===== config.mk =====
export PLATFORM = sky130hd
export DESIGN_NAME = microcore_flow_control
export DESIGN_NICKNAME = d
export VERILOG_FILES = /design/src/flow_ctrl_pkg.sv /design/src/microcore_flow_control.sv
export SDC_FILE = /design/constraint.sdc
export NUM_CORES = 1
export LEC_CHECK = 0
export ABC_AREA = 0
export CELL_PAD_IN_SITES_DETAIL_PLACEMENT = 0
export CELL_PAD_IN_SITES_GLOBAL_PLACEMENT = 1
export CORE_MARGIN = 5
export CORE_UTILIZATION = 49
export DETAILED_ROUTE_END_ITERATION = 8
export DONT_BUFFER_PORTS = 1
export GPL_ROUTABILITY_DRIVEN = 0
export PLACE_DENSITY_LB_ADDON = 0.1
export SKIP_CTS_REPAIR_TIMING = 1
export SYNTH_ARGS = -nofsm -noshare
export SYNTH_HDL_FRONTEND = slang
export SYNTH_SLANG_ARGS = --single-unit
export TNS_END_PERCENT = 20

===== constraint.sdc =====
create_clock -name clk_sys_in -period 7.4 [get_ports clk_sys_in]
set_input_delay 0.37 -clock clk_sys_in [delete_from_list [all_inputs] [get_ports clk_sys_in]]
set_output_delay 0.37 -clock clk_sys_in [all_outputs]
set_load 0.01 [all_outputs]

===== src/flow_ctrl_pkg.sv =====
package flow_ctrl_pkg;
    // register map of the device
    localparam logic [8:0] core_control_reg_off = 9'h101;
    localparam logic [8:0] core_status_reg_off = 9'h105;
    localparam logic [8:0] first_core_entry_point_off = 9'h10a;
    localparam logic [8:0] second_core_entry_point_off = 9'h10b;
    localparam logic [8:0] diag_routine_address_off = 9'h10c;
    localparam logic [8:0] lowside_diag_combination_off = 9'h141;
    localparam logic [8:0] highside_diag_combination_off = 9'h154;
    localparam logic [8:0] diag_error_reg_off = 9'h162;
    localparam logic [8:0] output_access_grant_off = 9'h184;
    localparam logic [8:0] driver_configuration_off = 9'h1c5;
    localparam logic [8:0] clear_on_read_select_off = 9'h1ce;
    localparam logic [8:0] driver_disable_status_off = 9'h1d2;
    localparam int return_select_bit = 0;
    localparam logic [15:0] reg_reset_value = 16'h0000;
    localparam logic [9:0] pc_reset_value = 10'h000;
    localparam int pc_width = 10;
    localparam int rel_width = 6;

    // instruction operations presented by the decoder
    typedef enum logic [4:0] {
        op_none, op_reset_regs, op_set_ctrl_bit, op_set_status_bit,
        op_alu_config, op_mailbox_select, op_irq_config, op_spi_addr,
        op_spi_write, op_spi_read, op_pin_drive, op_diag_one,
        op_diag_all, op_diag_shortcut, op_call, op_return_sub,
        op_soft_irq, op_irq_return, op_jump_rel, op_jump_far,
        op_load_far_a, op_load_far_b
    } op_type;

    typedef enum logic [1:0] {
        ret_resume, ret_entry, ret_ignore
    } ret_mode_type;

    // reset selector: one register or a whole group
    typedef enum logic [2:0] {
        rst_ctrl, rst_status, rst_diag_err, rst_ctrl_status, rst_all
    } rst_sel_type;
endpackage


===== src/microcore_flow_control.sv =====
`timescale 1ns/1ps
// How it works
// RULE_01 - reset instruction clears control, status, diagnosis registers
// RULE_02 - single-bit set of control or status
// RULE_03 - one-cycle alu saturation mode configuration
// RULE_04 - select which core mailbox transfers address
// RULE_05 - interrupt config picks automatic return behaviour
// RULE_06 - return on re-enable or status cleared
// RULE_07 - software sets clear-on-read for status return
// RULE_08 - backdoor spi access blocked by register lock
// RULE_09 - backdoor transfers use value register, two cycles
// RULE_10 - instruction directly drives host interrupt pin
// RULE_11 - diagnosis interrupt from configured feedback combination
// RULE_12 - diagnosis enable one, all, shortcut; granted outputs
// RULE_13 - diagnosis interrupt starts at routine address
// RULE_14 - call saves pc in link register, one level
// RULE_15 - subroutine return restores pc from link
// RULE_16 - three prioritised sources; software via request
// RULE_17 - interrupt saves pc; others queued or cleared
// RULE_18 - interrupt return reloads saved or entry address
// RULE_19 - resumed conditional restores captured feedback status
// RULE_20 - relative jump with six-bit offset, one cycle
// RULE_21 - far jump from selected register, nondestructive
// RULE_22 - far register load honoured by next jump
// RULE_23 - queued interrupts served highest priority first
module microcore_flow_control
    import flow_ctrl_pkg::*;
#(
    parameter int channels = 8,
    parameter int core_index = 0
) (
    // clock and reset
    input wire logic clk_sys_in,
    input wire logic rst_in,
    // decoded instruction
    input wire logic instr_valid_in,
    input wire op_type op_in,
    input wire logic [15:0] operand_in,
    input wire logic cond_true_in,
    input wire logic [15:0] data_in,
    // device state
    input wire logic [channels-1:0] hs_vds_in,
    input wire logic [channels-1:0] hs_src_in,
    input wire logic [channels-1:0] cmd_in,
    input wire logic [channels-1:0] ls_vds_in,
    input wire logic [channels-1:0] output_access_grant_in,
    input wire logic [15:0] highside_diag_combination_in,
    input wire logic [15:0] lowside_diag_combination_in,
    input wire logic [15:0] driver_configuration_in,
    input wire logic [15:0] driver_disable_status_in,
    input wire logic [15:0] first_core_entry_point_in,
    input wire logic [15:0] second_core_entry_point_in,
    input wire logic [15:0] diag_routine_address_in,
    input wire logic drivers_enabled_in,
    input wire logic [3:0] feedback_in,
    // spi backdoor
    input wire logic spi_lock_in,
    input wire logic [15:0] spi_rdata_in,
    output logic spi_we_out,
    output logic spi_re_out,
    output logic [8:0] spi_addr_out,
    output logic [15:0] spi_wdata_out,
    // state
    output logic [pc_width-1:0] program_counter_out,
    output logic [15:0] core_control_reg_out,
    output logic [15:0] core_status_reg_out,
    output logic [channels-1:0] diag_error_reg_out,
    output logic [channels-1:0] diag_enable_out,
    output logic [1:0] alu_saturation_out,
    output logic [1:0] inter_core_mailbox_out,
    output logic host_interrupt_pin_out,
    output logic in_interrupt_out,
    output logic [3:0] feedback_view_out,
    output logic stall_out
);
    logic [pc_width-1:0] pc_q, pc_d, link_q, link_d, iret_q, iret_d;
    logic [pc_width-1:0] far_a_q, far_a_d, far_b_q, far_b_d;
    logic [15:0] ctrl_q, ctrl_d, stat_q, stat_d, spi_val_q, spi_val_d;
    logic [channels-1:0] err_q, err_d, den_q, den_d, sc_q, sc_d;
    logic [8:0] spi_add_q, spi_add_d;
    logic [1:0] sat_q, sat_d, mbx_q, mbx_d;
    ret_mode_type rmode_q, rmode_d;
    logic pin_q, pin_d, inirq_q, inirq_d, sub_q, sub_d;
    logic [2:0] pend_q, pend_d;
    logic [3:0] fb_q, fb_d;
    logic spi_busy_q, spi_busy_d, spi_rd_q, spi_rd_d, spi_blk_q, spi_blk_d;
    logic dis_q, dstat_nz_q;
    logic [channels-1:0] diag_hit;
    logic auto_ret, go;
    logic [pc_width-1:0] entry, next_pc;

    function automatic logic [pc_width-1:0] addr10(input logic [15:0] v);
        return v[pc_width-1:0];
    endfunction

    // diagnosis match per channel, high-side from highside combination bits 3:0, low-side from lowside bits 2:0
    always_comb begin
        for (int i = 0; i < channels; i++) begin
            diag_hit[i] = den_q[i] & output_access_grant_in[i] & ( // [RULE_12]
                (hs_vds_in[i] == highside_diag_combination_in[0] &&
                 hs_src_in[i] == highside_diag_combination_in[1] &&
                 cmd_in[i] == highside_diag_combination_in[2] &&
                 highside_diag_combination_in[3]) ||
                (ls_vds_in[i] == lowside_diag_combination_in[0] &&
                 cmd_in[i] == lowside_diag_combination_in[1] &&
                 lowside_diag_combination_in[2])); // [RULE_11]
        end
    end

    // automatic return; status-clear mode relies on clear-on-read [RULE_07]
    always_comb begin
        if (driver_configuration_in[return_select_bit]) begin
            auto_ret = dstat_nz_q && driver_disable_status_in == 16'h0000;
        end else begin
            auto_ret = dis_q && drivers_enabled_in; // [RULE_06]
        end
    end

    assign entry = (core_index == 0) ? addr10(first_core_entry_point_in)
                                     : addr10(second_core_entry_point_in);
    assign go = instr_valid_in && !spi_busy_q;
    assign next_pc = pc_q + 10'h001;

    always_comb begin
        pc_d = pc_q;
        link_d = link_q;
        iret_d = iret_q;
        far_a_d = far_a_q;
        far_b_d = far_b_q;
        ctrl_d = ctrl_q;
        stat_d = stat_q;
        err_d = err_q | diag_hit;
        den_d = den_q;
        sc_d = sc_q;
        spi_add_d = spi_add_q;
        spi_val_d = spi_val_q;
        sat_d = sat_q;
        mbx_d = mbx_q;
        rmode_d = rmode_q;
        pin_d = pin_q;
        inirq_d = inirq_q;
        sub_d = sub_q;
        pend_d = pend_q;
        fb_d = fb_q;
        spi_busy_d = 1'b0;
        spi_rd_d = 1'b0;
        spi_blk_d = 1'b0;
        // sources latch into the queue; a same-cycle clear of the disable source beats its set [RULE_16]
        if (|diag_hit) begin
            pend_d[2] = 1'b1;
        end
        if (!drivers_enabled_in && !dis_q) begin
            pend_d[1] = 1'b1;
        end
        // second spi cycle completes the backdoor access [RULE_09]
        if (spi_busy_q && spi_rd_q && !spi_blk_q) begin
            spi_val_d = spi_rdata_in;
        end
        if (spi_busy_q) begin
            pc_d = next_pc;
        end
        if (go) begin
            pc_d = next_pc;
            case (op_in)
                op_reset_regs: begin
                    case (rst_sel_type'(operand_in[2:0])) // [RULE_01]
                        rst_ctrl: ctrl_d = reg_reset_value;
                        rst_status: stat_d = reg_reset_value;
                        rst_diag_err: err_d = diag_hit;
                        rst_ctrl_status: begin
                            ctrl_d = reg_reset_value;
                            stat_d = reg_reset_value;
                        end
                        rst_all: begin
                            ctrl_d = reg_reset_value;
                            stat_d = reg_reset_value;
                            err_d = diag_hit;
                        end
                        default: ;
                    endcase
                end
                op_set_ctrl_bit: ctrl_d[operand_in[3:0]] = operand_in[4];
                op_set_status_bit: stat_d[operand_in[3:0]] = operand_in[4];
                op_alu_config: sat_d = operand_in[1:0]; // [RULE_03]
                op_mailbox_select: mbx_d = operand_in[1:0]; // [RULE_04]
                op_irq_config: begin
                    rmode_d = ret_mode_type'(operand_in[1:0]); // [RULE_05]
                    if (operand_in[1:0] == 2'b11) begin
                        rmode_d = ret_ignore;
                    end
                end
                op_spi_addr: spi_add_d = operand_in[8:0]; // [RULE_08]
                op_spi_write, op_spi_read: begin
                    pc_d = pc_q; // [RULE_09]
                    spi_busy_d = 1'b1;
                    spi_rd_d = (op_in == op_spi_read);
                    spi_blk_d = spi_lock_in; // [RULE_08]
                end
                op_pin_drive: pin_d = operand_in[0]; // [RULE_10]
                op_diag_one: den_d[operand_in[2:0]] = operand_in[3];
                op_diag_all: den_d = {channels{operand_in[0]}}; // [RULE_12]
                op_diag_shortcut: begin
                    sc_d = operand_in[channels-1:0];
                    den_d = sc_d; // [RULE_12]
                end
                op_call: begin
                    if (!sub_q && cond_true_in) begin
                        link_d = next_pc; // [RULE_14]
                        sub_d = 1'b1;
                        pc_d = addr10(operand_in);
                    end
                end
                op_return_sub: begin
                    pc_d = link_q; // [RULE_15]
                    sub_d = 1'b0;
                end
                op_soft_irq: pend_d[0] = 1'b1; // [RULE_16]
                op_irq_return: begin
                    inirq_d = 1'b0;
                    pc_d = operand_in[0] ? entry : iret_q; // [RULE_18]
                    if (operand_in[1]) begin
                        pend_d = {|diag_hit, 1'b0, 1'b0}; // [RULE_17]
                    end
                end
                op_jump_rel: begin
                    if (cond_true_in) begin // [RULE_20]
                        pc_d = pc_q + {{(pc_width-rel_width){operand_in[5]}},
                                       operand_in[rel_width-1:0]};
                    end
                end
                op_jump_far: begin
                    if (cond_true_in) begin // [RULE_21]
                        pc_d = operand_in[0] ? far_b_q : far_a_q;
                    end
                end
                op_load_far_a: far_a_d = addr10(data_in); // [RULE_22]
                op_load_far_b: far_b_d = addr10(data_in);
                default: ;
            endcase
            // a load in this cycle reaches the far jump in the next [RULE_22]
        end
        // automatic return while in interrupt
        if (inirq_q && auto_ret && rmode_q != ret_ignore) begin
            inirq_d = 1'b0;
            pc_d = (rmode_q == ret_entry) ? entry : iret_q; // [RULE_05]
        end
        // take one interrupt at a time, highest first [RULE_23]
        if (!inirq_q && !spi_busy_q && |pend_q) begin
            inirq_d = 1'b1;
            iret_d = pc_q; // [RULE_17]
            fb_d = feedback_in; // [RULE_19]
            if (pend_q[2]) begin
                pc_d = addr10(diag_routine_address_in); // [RULE_13]
                pend_d[2] = |diag_hit;
            end else if (pend_q[1]) begin
                pc_d = addr10(diag_routine_address_in);
                pend_d[1] = 1'b0;
            end else begin
                pc_d = entry;
                pend_d[0] = 1'b0;
            end
        end
        // interrupted conditional resumes from captured feedback [RULE_19]
    end

    always_ff @(posedge clk_sys_in) begin
        if (rst_in) begin
            pc_q <= pc_reset_value;
            link_q <= pc_reset_value;
            iret_q <= pc_reset_value;
            far_a_q <= pc_reset_value;
            far_b_q <= pc_reset_value;
            ctrl_q <= reg_reset_value;
            stat_q <= reg_reset_value;
            spi_val_q <= reg_reset_value;
            err_q <= '0;
            den_q <= '0;
            sc_q <= '0;
            spi_add_q <= 9'h000;
            sat_q <= 2'h0;
            mbx_q <= 2'h0;
            rmode_q <= ret_resume;
            pin_q <= 1'b1;
            inirq_q <= 1'b0;
            sub_q <= 1'b0;
            pend_q <= 3'h0;
            fb_q <= 4'h0;
            spi_busy_q <= 1'b0;
            spi_rd_q <= 1'b0;
            spi_blk_q <= 1'b0;
            dis_q <= 1'b0;
            dstat_nz_q <= 1'b0;
        end else begin
            pc_q <= pc_d;
            link_q <= link_d;
            iret_q <= iret_d;
            far_a_q <= far_a_d;
            far_b_q <= far_b_d;
            ctrl_q <= ctrl_d;
            stat_q <= stat_d;
            spi_val_q <= spi_val_d;
            err_q <= err_d;
            den_q <= den_d;
            sc_q <= sc_d;
            spi_add_q <= spi_add_d;
            sat_q <= sat_d;
            mbx_q <= mbx_d;
            rmode_q <= rmode_d;
            pin_q <= pin_d;
            inirq_q <= inirq_d;
            sub_q <= sub_d;
            pend_q <= pend_d;
            fb_q <= fb_d;
            spi_busy_q <= spi_busy_d;
            spi_rd_q <= spi_rd_d;
            spi_blk_q <= spi_blk_d;
            dis_q <= !drivers_enabled_in;
            dstat_nz_q <= driver_disable_status_in != 16'h0000;
        end
    end

    // strobes land in the second cycle, suppressed when locked [RULE_08]
    assign spi_we_out = spi_busy_q && !spi_rd_q && !spi_blk_q;
    assign spi_re_out = spi_busy_q && spi_rd_q && !spi_blk_q;
    assign spi_addr_out = spi_add_q;
    assign spi_wdata_out = spi_val_q;
    assign program_counter_out = pc_q;
    assign core_control_reg_out = ctrl_q;
    assign core_status_reg_out = stat_q;
    assign diag_error_reg_out = err_q;
    assign diag_enable_out = den_q;
    assign alu_saturation_out = sat_q;
    assign inter_core_mailbox_out = mbx_q;
    assign host_interrupt_pin_out = pin_q;
    assign in_interrupt_out = inirq_q;
    assign feedback_view_out = fb_q;
    assign stall_out = spi_busy_q;
endmodule


==> results.ini <==
[die]
die_w_um = 138
boundaryPins = 311
fp.dieH_um = 138
die_area_um2 = 19100
start_util_pct = 49.4
rows = 47
core-area_um2 = 16300

[cells_and_area]
drive_gt1_share_pct = 8.09
fin_nets = 1190
diodes = 0
fillCellCount = 1620
syn_to_final_growth_pct = 8.34

[logic_synthesis]
synthTopCellsByCount = dfxtp_1 (144), nor2_1 (129), nand2_1 (115)
yosysMostFrequentCell = dfxtp_1
seq_area_frac_synth_pct = 35.7
synthCells = 1004
syn_avg_cell_area_um2 = 8.04
yosysWarnings = 0
synth_edf_count = 0
yosys-top-cells-area = dfxtp_1 (36%), a21oi_1 (6.1%), mux2i_1 (6.1%)
synth-seq-cells = 144
yosys.cell_types.count = 83
async_flop_share_pct = 0
synthFlopType = dfxtp_1
synth_top_area_share_pct = 35.7
synth_area_leader_cell = dfxtp_1
synth_fp_nets = 1230
syn_area_um2 = 8070

[setup_path]
r2r_start = program_counter_out[0]
max_stage_delay_ns = 0.67
cp.required_ns = 7.78
cp-start-kind = register
r2r_end = program_counter_out[1]
crit_buf_inv = 1
crit_family = compound AO/OA/AOI/OAI gates
worstPathCellList = ha_1 > inv_1 > fa_1 > nor2b_1 > a2111oi_0 > a221oi_1 > a21oi_1 > o311a_1 > o221a_2
critPathArrivalTime_ns = 3.36
critPathSlowestCell = dfxtp_1
reg2reg_slack_ns = 4.41
crit_fanout = 11
path_class = reg2reg
cp.depth = 9
critPathCaptureType = register
worstRegToRegCells = 9

[timing]
report.final.slew_viol_count = 0
timing.slew.headroom_pct = 22.5
finalHoldViolations = 0
min_period_ns = 2.99
setup_viol = 0
tns_ns = 0
setup_ws_ns = 4.41
max_freq_mhz = 335
tightest_slew_ns = 1.16
fin_skew_ns = 0.00991
grt_setup_unrepaired = false
fin_crit_sh_pct = 40.4

[power_and_ir_drop]
power_density_nw_per_um2 = 217
irDropWorstVdd_mv = 0.163
leakage_nw = 3.03

[flow_run]
max_cap_viol_count = 0

[routing]
dr.pass1.iters = 5
wire_per_inst_um = 21.9
via_per_inst = 6.31
drc = 0
ant_nets = 0
drt-total-wl_um = 26200
first_iter_violations = 681
route.vias.total = 7550

[clocking]
clock-sinks = 144
htree_levels = 4
insertion_delay_ns = 0.43
cts_tree = done
clock_tree.root_cell = clkbuf_16
clkTransAtPathRegs_ns = 0.07
cts_buffers = 17
clockBufferDepth = 2

[worst_hold_path]
worstHoldStart = rst_in
hold_end = far_b_q[0]
hold_depth = 1
hp-class = in2reg

[global_routing]
antenna_found_initial = 0
grt_pass1_wl_um = 40600
grt_max_degree = 137
track_usage_pct = 26.1
grt_pass1_vias = 7518
grt-ovfl-total = 0

[status]
status = finished clean

[placed_design]
port_buffers = 0
dpl.hpwl_um = 18700
place_ws_ns = 4.52

-- per-layer routing --
layer	global-route usage [%]	wire, µm
met5	0	0
met4	10.1	847
met3	8.67	2340
met2	43.6	12700
met1	31.3	10300
-- worst reg2reg max path: cells and delay by family (launching register included) --
kind	cells	cell delay (ns)
buf+inv	1	0.07
compound gates	5	1.33
flops	1	0.67
simple gates	1	0.13
fa+ha+maj	2	0.73
-- cells in the final DEF (no fill, tap or decap), types with 4 or more instances in the layout --
cell type / count
a211oi_1: 12
a21o_1: 5
a21oi_1: 98
a22oi_1: 44
a31oi_1: 6
and2_1: 5
buf_4: 6
clkbuf_16: 17
dfxtp_1: 144
dlygate4sd3_1: 4
ha_1: 10
inv_1: 11
inv_8: 7
mux2_2: 17
mux2i_1: 49
nand2_1: 115
nand2b_1: 10
nand3_1: 27
nand3b_1: 6
nand4_1: 11
nor2_1: 129
nor2b_1: 6
nor3_1: 15
nor3_2: 6
nor4_1: 11
o21a_1: 4
o21ai_0: 51
o22ai_1: 5
o31ai_1: 4
or3_1: 6
xnor2_1: 48
xor2_1: 5
-- stage by stage --
stage / cells / hold WS (ns) / area (µm²) / power [mW] / util, %
CTS: 1193 / -0.0116 / 8700 / 1.90 / 53.2
global placement: 1161 / 0.440 / 8090 / 1.00 / 49.5
finish: 1197 / 0.0325 / 8740 / 1.90 / 53.5
floorplan: 1004 / 0.436 / 8070 / 0.989 / -
detailed placement: 1161 / 0.444 / 8090 / 1.01 / 49.5
global route: 1197 / 0.00687 / 8740 / 1.97 / 53.5
-- area by class of cell --
type / instances / area, µm² / share of cell area (%)
Tap cell: 220 / 275 / 3.15
Clock buffer: 17 / 425 / 4.87
Sequential cell: 144 / 2880 / 33.0
Multi-Input combinational cell: 778 / 4840 / 55.3
Timing Repair Buffer: 10 / 85.1 / 0.973
Clock inverter: 15 / 189 / 2.16
Inverter: 13 / 48.8 / 0.558
-- cells by family (layout without fill, tap and decap cells) --
logic type | after synthesis | in the layout | synth area share, %
AO/OA/AOI/OAI | 277 | 277 | 22.0
XOR/XNOR | 53 | 53 | 5.75
buffers and inverters | 82 | 55 | 4.51
adder cells (fa/ha/maj) | 11 | 11 | 1.80
multiplexers | 66 | 66 | 8.45
AND/OR/NAND/NOR | 371 | 371 | 21.7
flip-flops | 144 | 144 | 35.7
-- how the worst max path moves through the flow --
stage | from | endpoint | slack, ns
floorplan | program_counter_out[0] | program_counter_out[1] | 5.00
global placement | program_counter_out[0] | program_counter_out[1] | 4.54
detailed placement | program_counter_out[0] | program_counter_out[6] | 4.52
CTS | program_counter_out[0] | program_counter_out[6] | 4.50
global route | program_counter_out[0] | program_counter_out[1] | 4.16
finish | program_counter_out[0] | program_counter_out[1] | 4.41
-- where the power goes --
group	leakage (nW)	switching [mW]	internal [mW]	total, mW
Sequential	1.16	0.0281	0.787	0.815
Clock	0.298	0.384	0.516	0.900
Combinational	1.57	0.103	0.0825	0.185
-- sequential cells by signal, summed over array words and instances, names as in the netlist, 3 cells and up --
name	flops
program_counter_out	10
core_control_reg_out	16
pend_q	3
diag_enable_out	8
link_q	10
core_status_reg_out	16
far_a_q	10
iret_q	10
far_b_q	10
spi_addr_out	9
spi_wdata_out	16
diag_error_reg_out	8
feedback_view_out	4
No activity file was read; power rests on OpenSTA's default activity.
